$ cat config.mk
export PLATFORM = sky130hd
export DESIGN_NAME = lpmc_top
export DESIGN_NICKNAME = d
export VERILOG_FILES = /design/src/design/lpmc_pkg.sv /design/src/design/lpmc_top.sv /design/src/design/lpmc_wake_detect.sv
export VERILOG_INCLUDE_DIRS = /design/src /design/src/design
export SDC_FILE = /design/constraint.sdc
export NUM_CORES = 1
export LEC_CHECK = 0
export ABC_CLOCK_PERIOD_IN_PS = 2630
export BUFFER_PORTS_ARGS = -buffer_cell sky130_fd_sc_hd__buf_2
export CAP_MARGIN = 20
export CORE_MARGIN = 10
export CORE_UTILIZATION = 35
export CTS_BUF_LIST = sky130_fd_sc_hd__clkbuf_8
export CTS_CLUSTER_SIZE = 12
export DETAILED_ROUTE_END_ITERATION = 8
export HOLD_SLACK_MARGIN = 0.05
export SLEW_MARGIN = 20
export SYNTH_ARGS = -nofsm -noshare
export SYNTH_HDL_FRONTEND = slang
export SYNTH_SLANG_ARGS = --single-unit
export TNS_END_PERCENT = 50
$ cat constraint.sdc
create_clock -name core_clk -period 2.63 [get_ports core_clk]
set_clock_uncertainty 0.15 [all_clocks]
set_input_delay 0.263 -clock core_clk [delete_from_list [all_inputs] [get_ports core_clk]]
set_output_delay 0.263 -clock core_clk [all_outputs]
set_load 0.005 [all_outputs]
$ cat src/design/lpmc_defs.svh
// constants for the low-power mode controller
`ifndef LPMC_DEFS_SVH
`define LPMC_DEFS_SVH
`define LPMC_ADDR_CTRL    12'h000
`define LPMC_ADDR_STATUS  12'h004
`define LPMC_ADDR_IRQ     12'h008
`define LPMC_ADDR_MASK    12'h00c
`define LPMC_ADDR_EVEN    12'h010
`define LPMC_ADDR_WAKE    12'h014
`define LPMC_ADDR_MSB     11
`define LPMC_CTRL_SLEEP   0
`define LPMC_CTRL_STOP    1
`define LPMC_CTRL_STBY    2
`define LPMC_CTRL_LPREG   3
`define LPMC_CTRL_SLDEN   4
`define LPMC_IRQ_WIDTH    4
`define LPMC_IRQ_WAKE     0
`define LPMC_IRQ_SLD      1
`define LPMC_IRQ_STBYOUT  2
`define LPMC_IRQ_STOPOUT  3
`define LPMC_RESET_CYC    4'h8
`define LPMC_EVEN_RESET   18'h3ffff
`define LPMC_CAUSE_WIDTH  4
`define LPMC_CAUSE_PIN    0
`define LPMC_CAUSE_WDG    1
`define LPMC_CAUSE_WPIN   2
`define LPMC_CAUSE_RTC    3
`endif

$ cat src/design/lpmc_pkg.sv
// types for the low-power mode controller
package lpmc_pkg;
    typedef enum logic [1:0] {
        LPMC_REG_MAIN,
        LPMC_REG_LOWPWR,
        LPMC_REG_OFF
    } lpmc_reg_mode_type;
    typedef enum logic [2:0] {
        LPMC_RUN,
        LPMC_SLEEP,
        LPMC_STOP,
        LPMC_STANDBY,
        LPMC_RESTART
    } lpmc_state_type;
endpackage : lpmc_pkg

$ cat src/design/lpmc_top.sv
// low-power mode controller with ahb-lite register slave
//
// Decided for this implementation: the placing of the registers and the AHB-Lite register port.
`timescale 1ns/10ps
`include "lpmc_defs.svh"
module lpmc_top #(
    parameter int NUM_EXT = 16
) (
    input  wire logic                   core_clk,
    input  wire logic                   rst,
    input  wire logic [31:0]            haddr,
    input  wire logic [1:0]             htrans,
    input  wire logic                   hwrite,
    input  wire logic [2:0]             hsize,
    input  wire logic                   hsel,
    input  wire logic                   hready,
    input  wire logic [31:0]            hwdata,
    output logic      [31:0]            hrdata,
    output logic                        hreadyout,
    output logic                        hresp,
    input  wire logic                   core_sleep_req,
    input  wire logic                   periph_irq,
    input  wire logic [NUM_EXT-1:0]     external_event_lines,
    input  wire logic                   supply_level_detector,
    input  wire logic                   rtc_alarm,
    input  wire logic                   wakeup_pin,
    input  wire logic                   external_reset_pin_n,
    input  wire logic                   independent_watchdog_rst,
    output lpmc_pkg::lpmc_reg_mode_type reg_mode,
    output logic                        reg_enable,
    output logic                        core_clk_en,
    output logic                        domain_clk_en,
    output logic                        pll_en,
    output logic                        internal_fast_oscillator_en,
    output logic                        external_fast_oscillator_en,
    output logic                        core_domain_power,
    output logic                        always_on_clk_en,
    output logic                        supply_level_detector_en,
    output logic                        core_reset,
    output logic                        irq
);
    import lpmc_pkg::*;

    localparam int EV_W = NUM_EXT + 2;  // sixteen pins plus detector and alarm

    initial begin
        if (NUM_EXT != 16) $error("lpmc_top: NUM_EXT must be 16");
    end

    // bus data-phase capture
    logic        dp_wr_reg, dp_wr_next;       // pending write
    logic [11:0] dp_addr_reg, dp_addr_next;   // captured offset
    logic [31:0] rdata_reg, rdata_next;       // read data
    // software registers
    logic [4:0]  ctrl_reg, ctrl_next;         // mode requests and options
    logic [3:0]  irq_st_reg, irq_st_next;     // sticky events
    logic [3:0]  mask_reg, mask_next;         // interrupt mask
    logic [EV_W-1:0] even_reg, even_next;     // event line enables
    logic [3:0]  cause_reg, cause_next;       // last standby exit cause
    // mode machine
    lpmc_state_type state_reg, state_next;
    logic [3:0]  rcnt_reg, rcnt_next;         // restart hold counter
    logic        irq_reg, irq_next;
    logic        sld_prev_reg, sld_prev_next;
    logic        wk_prev_reg, wk_prev_next;
    logic        ev_hit;                      // event-line rising edge

    wire addr_ph = hsel & hready & htrans[1];
    wire [EV_W-1:0] ev_vec = {rtc_alarm, supply_level_detector, external_event_lines};

    // the event lines share one edge detector
    lpmc_wake_detect #(.WIDTH(EV_W)) u_ev (
        .core_clk (core_clk),
        .rst      (rst),
        .level_in (ev_vec),
        .enable   (even_reg),
        .hit      (ev_hit)
    );

    // bus slave: zero wait states, writes land in the data phase
    always_comb begin
        dp_wr_next   = addr_ph & hwrite;
        dp_addr_next = addr_ph ? haddr[`LPMC_ADDR_MSB:0] : dp_addr_reg;
        rdata_next   = '0;
        if (addr_ph && !hwrite) begin
            unique case (haddr[`LPMC_ADDR_MSB:0])
                `LPMC_ADDR_CTRL:   rdata_next = {27'h0, ctrl_reg};
                `LPMC_ADDR_STATUS: rdata_next = {29'h0, state_reg};
                `LPMC_ADDR_IRQ:    rdata_next = {28'h0, irq_st_reg};
                `LPMC_ADDR_MASK:   rdata_next = {28'h0, mask_reg};
                `LPMC_ADDR_EVEN:   rdata_next = {14'h0, even_reg};
                `LPMC_ADDR_WAKE:   rdata_next = {28'h0, cause_reg};
                default:           rdata_next = '0;  // unmapped reads zero
            endcase
        end
    end

    // mode machine and register updates
    always_comb begin
        logic [3:0] ev_set;
        logic       stby_exit;
        logic [3:0] cause_now;
        ev_set        = '0;
        ctrl_next     = ctrl_reg;
        mask_next     = mask_reg;
        even_next     = even_reg;
        cause_next    = cause_reg;
        state_next    = state_reg;
        rcnt_next     = rcnt_reg;
        sld_prev_next = supply_level_detector;
        wk_prev_next  = wakeup_pin;
        cause_now     = '0;
        cause_now[`LPMC_CAUSE_PIN]  = ~external_reset_pin_n;
        cause_now[`LPMC_CAUSE_WDG]  = independent_watchdog_rst;
        cause_now[`LPMC_CAUSE_WPIN] = wakeup_pin & ~wk_prev_reg;
        cause_now[`LPMC_CAUSE_RTC]  = rtc_alarm;
        stby_exit     = |cause_now;
        // detector crossing only reported when enabled
        ev_set[`LPMC_IRQ_SLD] = ctrl_reg[`LPMC_CTRL_SLDEN] &
                                (supply_level_detector ^ sld_prev_reg);
        if (dp_wr_reg) begin
            unique case (dp_addr_reg)
                `LPMC_ADDR_CTRL: ctrl_next = hwdata[4:0];
                `LPMC_ADDR_MASK: mask_next = hwdata[3:0];
                `LPMC_ADDR_EVEN: even_next = hwdata[EV_W-1:0];
                default: ;
            endcase
        end
        unique case (state_reg)
            LPMC_RUN: begin
                if (ctrl_reg[`LPMC_CTRL_STBY] && core_sleep_req)
                    state_next = LPMC_STANDBY;
                else if (ctrl_reg[`LPMC_CTRL_STOP] && core_sleep_req)
                    state_next = LPMC_STOP;
                else if (core_sleep_req)
                    state_next = LPMC_SLEEP;
            end
            LPMC_SLEEP: begin
                if (periph_irq || ev_hit) begin
                    state_next = LPMC_RUN;
                    ev_set[`LPMC_IRQ_WAKE] = 1'b1;
                end
            end
            LPMC_STOP: begin
                if (ev_hit) begin
                    state_next = LPMC_RUN;
                    ev_set[`LPMC_IRQ_STOPOUT] = 1'b1;
                end
            end
            LPMC_STANDBY: begin
                if (stby_exit) begin
                    state_next = LPMC_RESTART;
                    rcnt_next  = `LPMC_RESET_CYC;
                    cause_next = cause_now;
                    ctrl_next  = '0;  // core-domain state lost
                end
            end
            LPMC_RESTART: begin
                rcnt_next = rcnt_reg - 4'h1;
                if (rcnt_reg == 4'h1) begin
                    state_next = LPMC_RUN;
                    ev_set[`LPMC_IRQ_STBYOUT] = 1'b1;
                end
            end
            default: state_next = LPMC_RUN;
        endcase
        // set wins over write-one-to-clear
        irq_st_next = irq_st_reg;
        if (dp_wr_reg && dp_addr_reg == `LPMC_ADDR_IRQ)
            irq_st_next = irq_st_reg & ~hwdata[3:0];
        irq_st_next = irq_st_next | ev_set;
        irq_next    = |(irq_st_next & mask_next);
    end

    // bus, register and mode-machine state registered here; output flops below
    always_ff @(posedge core_clk) begin
        if (rst) begin
            dp_wr_reg    <= 1'b0;
            dp_addr_reg  <= '0;
            rdata_reg    <= '0;
            ctrl_reg     <= '0;
            irq_st_reg   <= '0;
            mask_reg     <= '0;
            even_reg     <= `LPMC_EVEN_RESET;
            cause_reg    <= '0;
            state_reg    <= LPMC_RUN;   // regulator enabled on reset
            rcnt_reg     <= '0;
            irq_reg      <= 1'b0;
            sld_prev_reg <= 1'b0;
            wk_prev_reg  <= 1'b0;
        end else begin
            dp_wr_reg    <= dp_wr_next;
            dp_addr_reg  <= dp_addr_next;
            rdata_reg    <= rdata_next;
            ctrl_reg     <= ctrl_next;
            irq_st_reg   <= irq_st_next;
            mask_reg     <= mask_next;
            even_reg     <= even_next;
            cause_reg    <= cause_next;
            state_reg    <= state_next;
            rcnt_reg     <= rcnt_next;
            irq_reg      <= irq_next;
            sld_prev_reg <= sld_prev_next;
            wk_prev_reg  <= wk_prev_next;
        end
    end

    // output flops decoded from next state
    // bit 6 is the regulator enable, kept as a flop so the pin is glitch free
    lpmc_reg_mode_type rmode_reg, rmode_next;
    logic [7:0] out_reg, out_next;
    always_comb begin
        rmode_next = LPMC_REG_MAIN;
        out_next   = 8'hff;
        unique case (state_next)
            LPMC_RUN, LPMC_SLEEP: begin
                out_next[0] = (state_next == LPMC_RUN);  // core clock
                out_next[7] = 1'b0;
            end
            LPMC_STOP: begin
                rmode_next = ctrl_next[`LPMC_CTRL_LPREG] ? LPMC_REG_LOWPWR : LPMC_REG_MAIN;
                out_next   = 8'h60;  // power and regulator stay, state kept
            end
            LPMC_STANDBY: begin
                rmode_next = LPMC_REG_OFF;
                out_next   = 8'h80;  // power off, core held in reset
            end
            LPMC_RESTART: begin
                out_next = 8'hfe;  // reset asserted, core clock off
            end
            default: ;
        endcase
    end

    always_ff @(posedge core_clk) begin
        if (rst) begin
            rmode_reg <= LPMC_REG_MAIN;
            out_reg   <= 8'h7f;
        end else begin
            rmode_reg <= rmode_next;
            out_reg   <= out_next;
        end
    end

    assign reg_mode                    = rmode_reg;
    assign reg_enable                  = out_reg[6];
    assign core_clk_en                 = out_reg[0];
    assign domain_clk_en               = out_reg[1];
    assign pll_en                      = out_reg[2];
    assign internal_fast_oscillator_en = out_reg[3];
    assign external_fast_oscillator_en = out_reg[4];
    assign core_domain_power           = out_reg[5];
    assign always_on_clk_en            = 1'b1;
    assign supply_level_detector_en    = ctrl_reg[`LPMC_CTRL_SLDEN];
    assign core_reset                  = out_reg[7];
    assign irq                         = irq_reg;
    assign hrdata                      = rdata_reg;
    assign hreadyout                   = 1'b1;
    assign hresp                       = 1'b0;

    // checks
    property p_stop_clk;
        @(posedge core_clk) disable iff (rst)
        (state_reg == LPMC_STOP) |-> (!domain_clk_en && !pll_en && core_domain_power);
    endproperty
    a_stop_clk: assert property (p_stop_clk) else $error("stop clocks wrong");
    property p_stby_off;
        @(posedge core_clk) disable iff (rst)
        (state_reg == LPMC_STANDBY) |-> (!core_domain_power && reg_mode == LPMC_REG_OFF);
    endproperty
    a_stby_off: assert property (p_stby_off) else $error("standby power wrong");
    property p_restart_len;
        @(posedge core_clk) disable iff (rst)
        $rose(state_reg == LPMC_RESTART) |-> (state_reg == LPMC_RESTART)[*8] ##1
            (state_reg == LPMC_RUN);
    endproperty
    a_restart_len: assert property (p_restart_len) else $error("restart length wrong");
    property p_sleep_core;
        @(posedge core_clk) disable iff (rst)
        (state_reg == LPMC_SLEEP) |-> (!core_clk_en && domain_clk_en);
    endproperty
    a_sleep_core: assert property (p_sleep_core) else $error("sleep gating wrong");
    property p_stop_wake;
        @(posedge core_clk) disable iff (rst)
        (state_reg == LPMC_STOP && ev_hit) |=> (state_reg == LPMC_RUN);
    endproperty
    a_stop_wake: assert property (p_stop_wake) else $error("stop wake missed");
    property p_lpreg;
        @(posedge core_clk) disable iff (rst)
        (state_reg == LPMC_STOP) |-> (reg_mode == (ctrl_reg[`LPMC_CTRL_LPREG] ?
            LPMC_REG_LOWPWR : LPMC_REG_MAIN));
    endproperty
    a_lpreg: assert property (p_lpreg) else $error("stop regulator wrong");
    property p_run_main;
        @(posedge core_clk) disable iff (rst)
        (state_reg == LPMC_RUN) |-> (reg_mode == LPMC_REG_MAIN && reg_enable);
    endproperty
    a_run_main: assert property (p_run_main) else $error("run regulator wrong");
    property p_stby_exit;
        @(posedge core_clk) disable iff (rst)
        (state_reg == LPMC_STANDBY && independent_watchdog_rst) |=> (state_reg == LPMC_RESTART);
    endproperty
    a_stby_exit: assert property (p_stby_exit) else $error("standby exit missed");
    property p_irq;
        @(posedge core_clk) disable iff (rst)
        ##1 (irq == |(irq_st_reg & mask_reg));
    endproperty
    a_irq: assert property (p_irq) else $error("irq level wrong");
    c_sleep: cover property (@(posedge core_clk) state_reg == LPMC_SLEEP ##1 state_reg == LPMC_RUN);
    c_stop: cover property (@(posedge core_clk) state_reg == LPMC_STOP ##1 state_reg == LPMC_RUN);
    c_stby: cover property (@(posedge core_clk) state_reg == LPMC_STANDBY ##1
        state_reg == LPMC_RESTART);
endmodule : lpmc_top

$ cat src/design/lpmc_wake_detect.sv
// edge detector and reduction for wake-up sources
`timescale 1ns/10ps
module lpmc_wake_detect #(
    parameter int WIDTH = 18
) (
    input  wire logic             core_clk,
    input  wire logic             rst,
    input  wire logic [WIDTH-1:0] level_in,
    input  wire logic [WIDTH-1:0] enable,
    output logic                  hit
);
    logic [WIDTH-1:0] prev_reg;  // last sample
    logic [WIDTH-1:0] prev_next;
    logic             hit_reg;   // registered wake flag
    logic             hit_next;

    initial begin
        if (WIDTH < 1) $error("lpmc_wake_detect: WIDTH must be positive");
    end

    // rising edge on any enabled line
    always_comb begin
        prev_next = level_in;
        hit_next  = |(level_in & ~prev_reg & enable);
    end

    // register the samples
    always_ff @(posedge core_clk) begin
        if (rst) begin
            prev_reg <= '0;
            hit_reg  <= 1'b0;
        end else begin
            prev_reg <= prev_next;
            hit_reg  <= hit_next;
        end
    end

    assign hit = hit_reg;
endmodule : lpmc_wake_detect
# After elaboration in Yosys (flattened, before gate mapping)
# Cells that the tools add are included.
dict set report op_classes {
  reduce_logical 21
  n_addsub 1
  n_bitwise 16
  n_mux 29
  eq_ne 18
}
# op count
set op_table {}
lappend op_table {{18-bit one-hot mux with 6 select lines} 1}
lappend op_table {{12-bit by 4-bit == test with 1-bit output (second input constant)} 4}
lappend op_table {{18-bit AND} 2}
lappend op_table {{12-bit by 5-bit == test with 1-bit output (second input constant)} 3}
lappend op_table {{12-bit zero test} 2}
lappend op_table {{3-bit 2-to-1 mux} 7}
lappend op_table {{5-bit 2-to-1 mux} 4}
lappend op_table {{18-bit NOT} 1}
lappend op_table {{18-bit OR reduction} 1}
lappend op_table {{4-bit 2-to-1 mux} 4}
lappend op_table {{3-bit one-hot mux with 5 select lines} 1}
lappend op_table {{12-bit by 3-bit == test with 1-bit output (second input constant)} 1}
lappend op_table {{3-bit by 2-bit == test with 1-bit output (second input constant)} 4}
lappend op_table {{6-bit one-hot mux with 2 select lines} 1}
lappend op_table {{4-bit AND} 2}
lappend op_table {{1-bit 2-to-1 mux} 8}
lappend op_table {{4-bit one-hot mux with 2 select lines} 1}
lappend op_table {{4-bit OR reduction} 2}
lappend op_table {{3-bit by 1-bit == test with 1-bit output (second input constant)} 2}
lappend op_table {{3-bit == test (second input constant)} 2}
lappend op_table {{3-bit zero test} 2}
lappend op_table {{2-bit AND reduction} 3}
lappend op_table {{3-bit OR reduction} 2}
lappend op_table {{1-bit AND} 5}
lappend op_table {{14 further kinds} 20}
dict set report word_totals {
  out_inout_bits 47
  in_bits 97
  reg_bits 119
}

# Logic depth before layout (Yosys ltp)
dict set report logic_depth {
  word_depth 8
  ltp_mapped 7
  mapped_depth_nobuf 7
}

# Cells and area by module
# A second synthesis with hierarchy kept.
dict set report hier_totals {
  hier_cells 458
  hier_area_um2 4066.4
}
# mod seq_area_each_um2 area_each_um2 n_inst cells_per_inst
set modules_own_cells {}
lappend modules_own_cells {lpmc_top 1641.6 3407.0 1 390}
lappend modules_own_cells {lpmc_wake_detect 380.4 659.4 1 68}

# Worst setup path after synthesis
# OpenSTA, ideal clock, no wires.
dict set report synth_path {
  path_kind {reg2reg}
  start {register dp_addr_reg[0]}
  end {register even_reg[3]}
  t_arrival_ps 1477
  path_slack_ps 883
  stages_incl_launch_ff 6
  required_time_ps 2360
  path_buffers 1
  setup_time_ps 120
  cell_sequence {dfxtp_1 > nor4_4 > nand4_4 > or2_0 > buf_6 > a211o_1}
}
dict set report synth_via {
  elab_chain_len 2
}
# element line
set synth_rtl {}
lappend synth_rtl {{from (decl)} lpmc_top.sv:52} ;# logic [11:0] dp_addr_reg, dp_addr_next;
lappend synth_rtl {{from (signal assigned)} lpmc_top.sv:193} ;# dp_addr_reg <= dp_addr_next;
lappend synth_rtl {{12-bit by 5-bit == test with 1-bit output} lpmc_top.sv:122} ;# unique case (dp_addr_reg)
lappend synth_rtl {{2-bit AND reduction (no source line)} --}
lappend synth_rtl {{to (signal assigned)} lpmc_top.sv:184} ;# even_reg <= `LPMC_EVEN_RESET;
lappend synth_rtl {{to (signal assigned)} lpmc_top.sv:198} ;# even_reg <= even_next;
lappend synth_rtl {{to (decl)} lpmc_top.sv:58} ;# logic [EV_W-1:0] even_reg, even_next;
# No other way between the ends.
# A chain may end at the register's enable or synchronous reset.

# Final worst setup path
dict set report layout_path {
  start {register dp_addr_reg[0]}
  end {register even_reg[11]}
}
# The elaborated chain is that of the path after synthesis.

==> impl_metrics.json <==
{
  "wl_per_cell_microns": 14.7,
  "ctsResizeCount": 0,
  "end_kind": "flop",
  "first_global_vias": 3483,
  "synth_compound_area_frac": 0.0875,
  "clockRootBuffer": "clkbuf_8",
  "required_ns": 2.73,
  "drt_first_pass_iters": 4,
  "antenna_found_initial": 0,
  "grt_pass1_wl_microns": 17100,
  "setup_ws_ns": 0.492,
  "yosys.area_share.adder": 0.00925,
  "fin_crit_ns": 2.14,
  "synth_xor_area_frac": 0.00216,
  "cts_max_level": 3,
  "cts_tree": "built",
  "rsz0062_at_grt": "false",
  "clock_latency_ns": 0.36,
  "drv_cap": 0,
  "num_vias": 3379,
  "drcViolationCount": 0,
  "cts_sinks": 100,
  "p_per_area_nw_per_um2": 530,
  "numCtsBuffers": 9,
  "clock_path_buffers": 2,
  "timing.slew.headroom": 0.579,
  "core_area_sq_um": 11400,
  "post_cts.repair.setup_buffers": 0,
  "crit_type": "flop to flop",
  "postSynthCellCount": 444,
  "synth_edf_count": 0,
  "fillers": 1098,
  "seq_area_sq_um": 2000,
  "synth-seq-cells": 100,
  "p_leak_nw": 2.26,
  "hold_viol": 0,
  "syn_area_sq_um": 4060,
  "wl_microns": 10600,
  "irDropWorstVdd_mv": 0.309,
  "period_share": 0.813,
  "place_ws_ns": 0.520,
  "die_h_microns": 128,
  "setup_viol": 0,
  "synthMuxAreaShare": 0.0459,
  "power.total_w": 0.00274,
  "io_buffers": 88,
  "final_nets": 671,
  "drt_iter0_drc": 227,
  "yosysSeqAreaShare": 0.493,
  "gr-total-overflow": 0,
  "die_width_microns": 128,
  "synthFlopType": "dfxtp_1",
  "place_congestion": 0.803,
  "hold_slack_ns": 0.0682,
  "async_reset_ff_frac": 0,
  "max_freq_mhz": 468,
  "grt_max_degree": 36,
  "tns_ns": 0,
  "cp-start-kind": "flop",
  "avgSynthCellArea_sq_um": 9.14,
  "dp_hpwl_microns": 7710,
  "hold_class": "input port to flop",
  "yosys.area_share.simple": 0.287,
  "area_delta_synth_final_pct": 27.5,
  "drv_slew": 0,
  "track_usage": 0.127,
  "dpl-instance-area_sq_um": 4540,
  "cp_max_fo": 10,
  "path_clk_slew_ns": 0.09,
  "design_area_sq_um": 5170,
  "multiInputGateArea_sq_um": 1820,
  "worst_pin_slew_ns": 0.631,
  "outcome": "completed",
  "initial_core_util": 0.357,
  "synth_top_family_by_area": "simple AND/OR/NAND/NOR gates",
  "row_count": 39,
  "vias_per_cell": 4.70,
  "die-area_sq_um": 16300,
  "drive_above_1_share": 0.214,
  "synth.distinct_cells": 53,
  "ant_nets": 0,
  "synth_warnings": 0,
  "antenna_cells": 0,
  "cts_hold_buf": 46,
  "ios": 144,
  "arrival_ns": 2.24
}
routing by layer:
metal / up-vias / track usage / share of wire
li1: 1708 / - / -
met1: 1575 / 0.150 / 0.44
met2: 86 / 0.218 / 0.49
met3: 10 / 0.0347 / 0.053
met4: 0 / 0.0411 / 0.012
met5: - / 0 / 0
layout make-up:
type,count,share of cell area
repair buffers,141,0.184
clock inverters,7,0.00992
clock buffers,9,0.0239
inverters,13,0.00943
flip-flops and latches,100,0.387
well taps,143,0.0346
multi-input cells,306,0.351
final timing paths:
path / from / end / slack, ns / cells after the start
max: dp_addr_reg[0]$_SDFFE_PP0P_ / even_reg[11]$_SDFFE_PP1P_ / 0.49 / 6
min: rtc_alarm / u_ev.prev_reg[17]$_SDFF_PP0_ / 0.07 / 2
max reg2reg: dp_addr_reg[0]$_SDFFE_PP0P_ / even_reg[11]$_SDFFE_PP1P_ / 0.49 / 6
min reg2reg: dp_addr_reg[7]$_SDFFE_PP0P_ / dp_addr_reg[7]$_SDFFE_PP0P_ / 0.32 / 2
worst max-delay path, cell delays in order (launching register included):
cell and delay (ns):
dfxtp_1 0.35, nor4_4 0.42, nand4_4 0.21, or2_0 0.47, buf_4 0.29, nand2_1 0.07, nand3b_1 0.08
synthesized netlist by cell type (2+ instances only):
library cell / n / area, sq um
and2_1: 14 / 87.6
clkbuf_1: 12 / 45.0
nand2b_1: 4 / 25.0
o22a_1: 4 / 35.0
a211oi_1: 2 / 15.0
mux4_2: 2 / 45.0
o22ai_1: 2 / 12.5
nand2_1: 67 / 251
nor2_1: 36 / 135
a211o_1: 2 / 17.5
nand4_1: 6 / 37.5
nand3b_1: 33 / 248
nor2_2: 2 / 12.5
ha_1: 3 / 37.5
buf_4: 21 / 158
nor2b_1: 21 / 131
a21oi_1: 27 / 135
nor3_1: 4 / 20.0
a31oi_1: 4 / 25.0
buf_6: 2 / 22.5
buf_2: 3 / 15.0
dfxtp_1: 100 / 2000
nor4_1: 5 / 31.3
mux2i_1: 13 / 130
o21ai_0: 11 / 55.1
nand3_1: 2 / 10.0
nor4_4: 2 / 42.5
nor3b_1: 2 / 15.0
inv_1: 13 / 48.8
conb_1: 2 / 7.51
kinds of logic after synthesis:
group | Yosys count
flops | 100
other cells | 2
buf+inv | 53
fa+ha+maj | 3
compound gates | 59
xor+xnor | 1
simple gates | 210
mux | 16
per-stage QoR:
step | util | cells
3_5_place_dp | 0.399 | 657
4_1_cts | 0.455 | 719
2_1_floorplan | - | 459
3_3_place_gp | 0.399 | 657
6_report | 0.455 | 719
5_1_grt | 0.455 | 719
cell usage in the layout, fill, tap and decap left out, types with 2 or more instances in the layout:
| master | count |
|---|---|
| clkinvlp_4 | 3 |
| conb_1 | 17 |
| nor2b_1 | 21 |
| ha_1 | 3 |
| o22ai_1 | 2 |
| a211o_1 | 2 |
| clkbuf_8 | 9 |
| nor4_4 | 2 |
| nand4_1 | 6 |
| buf_4 | 7 |
| nand3b_1 | 33 |
| nor4_1 | 5 |
| dlygate4sd3_1 | 46 |
| and2_1 | 14 |
| mux2i_1 | 13 |
| nor2_1 | 36 |
| nor3_1 | 4 |
| a31oi_1 | 4 |
| nand2b_1 | 4 |
| nand2_1 | 67 |
| a211oi_1 | 2 |
| o21ai_0 | 11 |
| o22a_1 | 4 |
| a21oi_1 | 27 |
| nor3b_1 | 2 |
| nor2_2 | 2 |
| inv_1 | 14 |
| buf_2 | 88 |
| nand3_1 | 2 |
| dfxtp_1 | 100 |
| mux4_2 | 2 |
power breakdown:
group / leakage (nW) / internal (W) / switching (W) / total [W]
Clock: 0.0850 / 0.000349 / 0.000536 / 0.000885
Combinational: 1.36 / 0.000150 / 0.000135 / 0.000285
Sequential: 0.814 / 0.00155 / 0.0000226 / 0.00157
No activity file was read; power rests on OpenSTA's default activity.
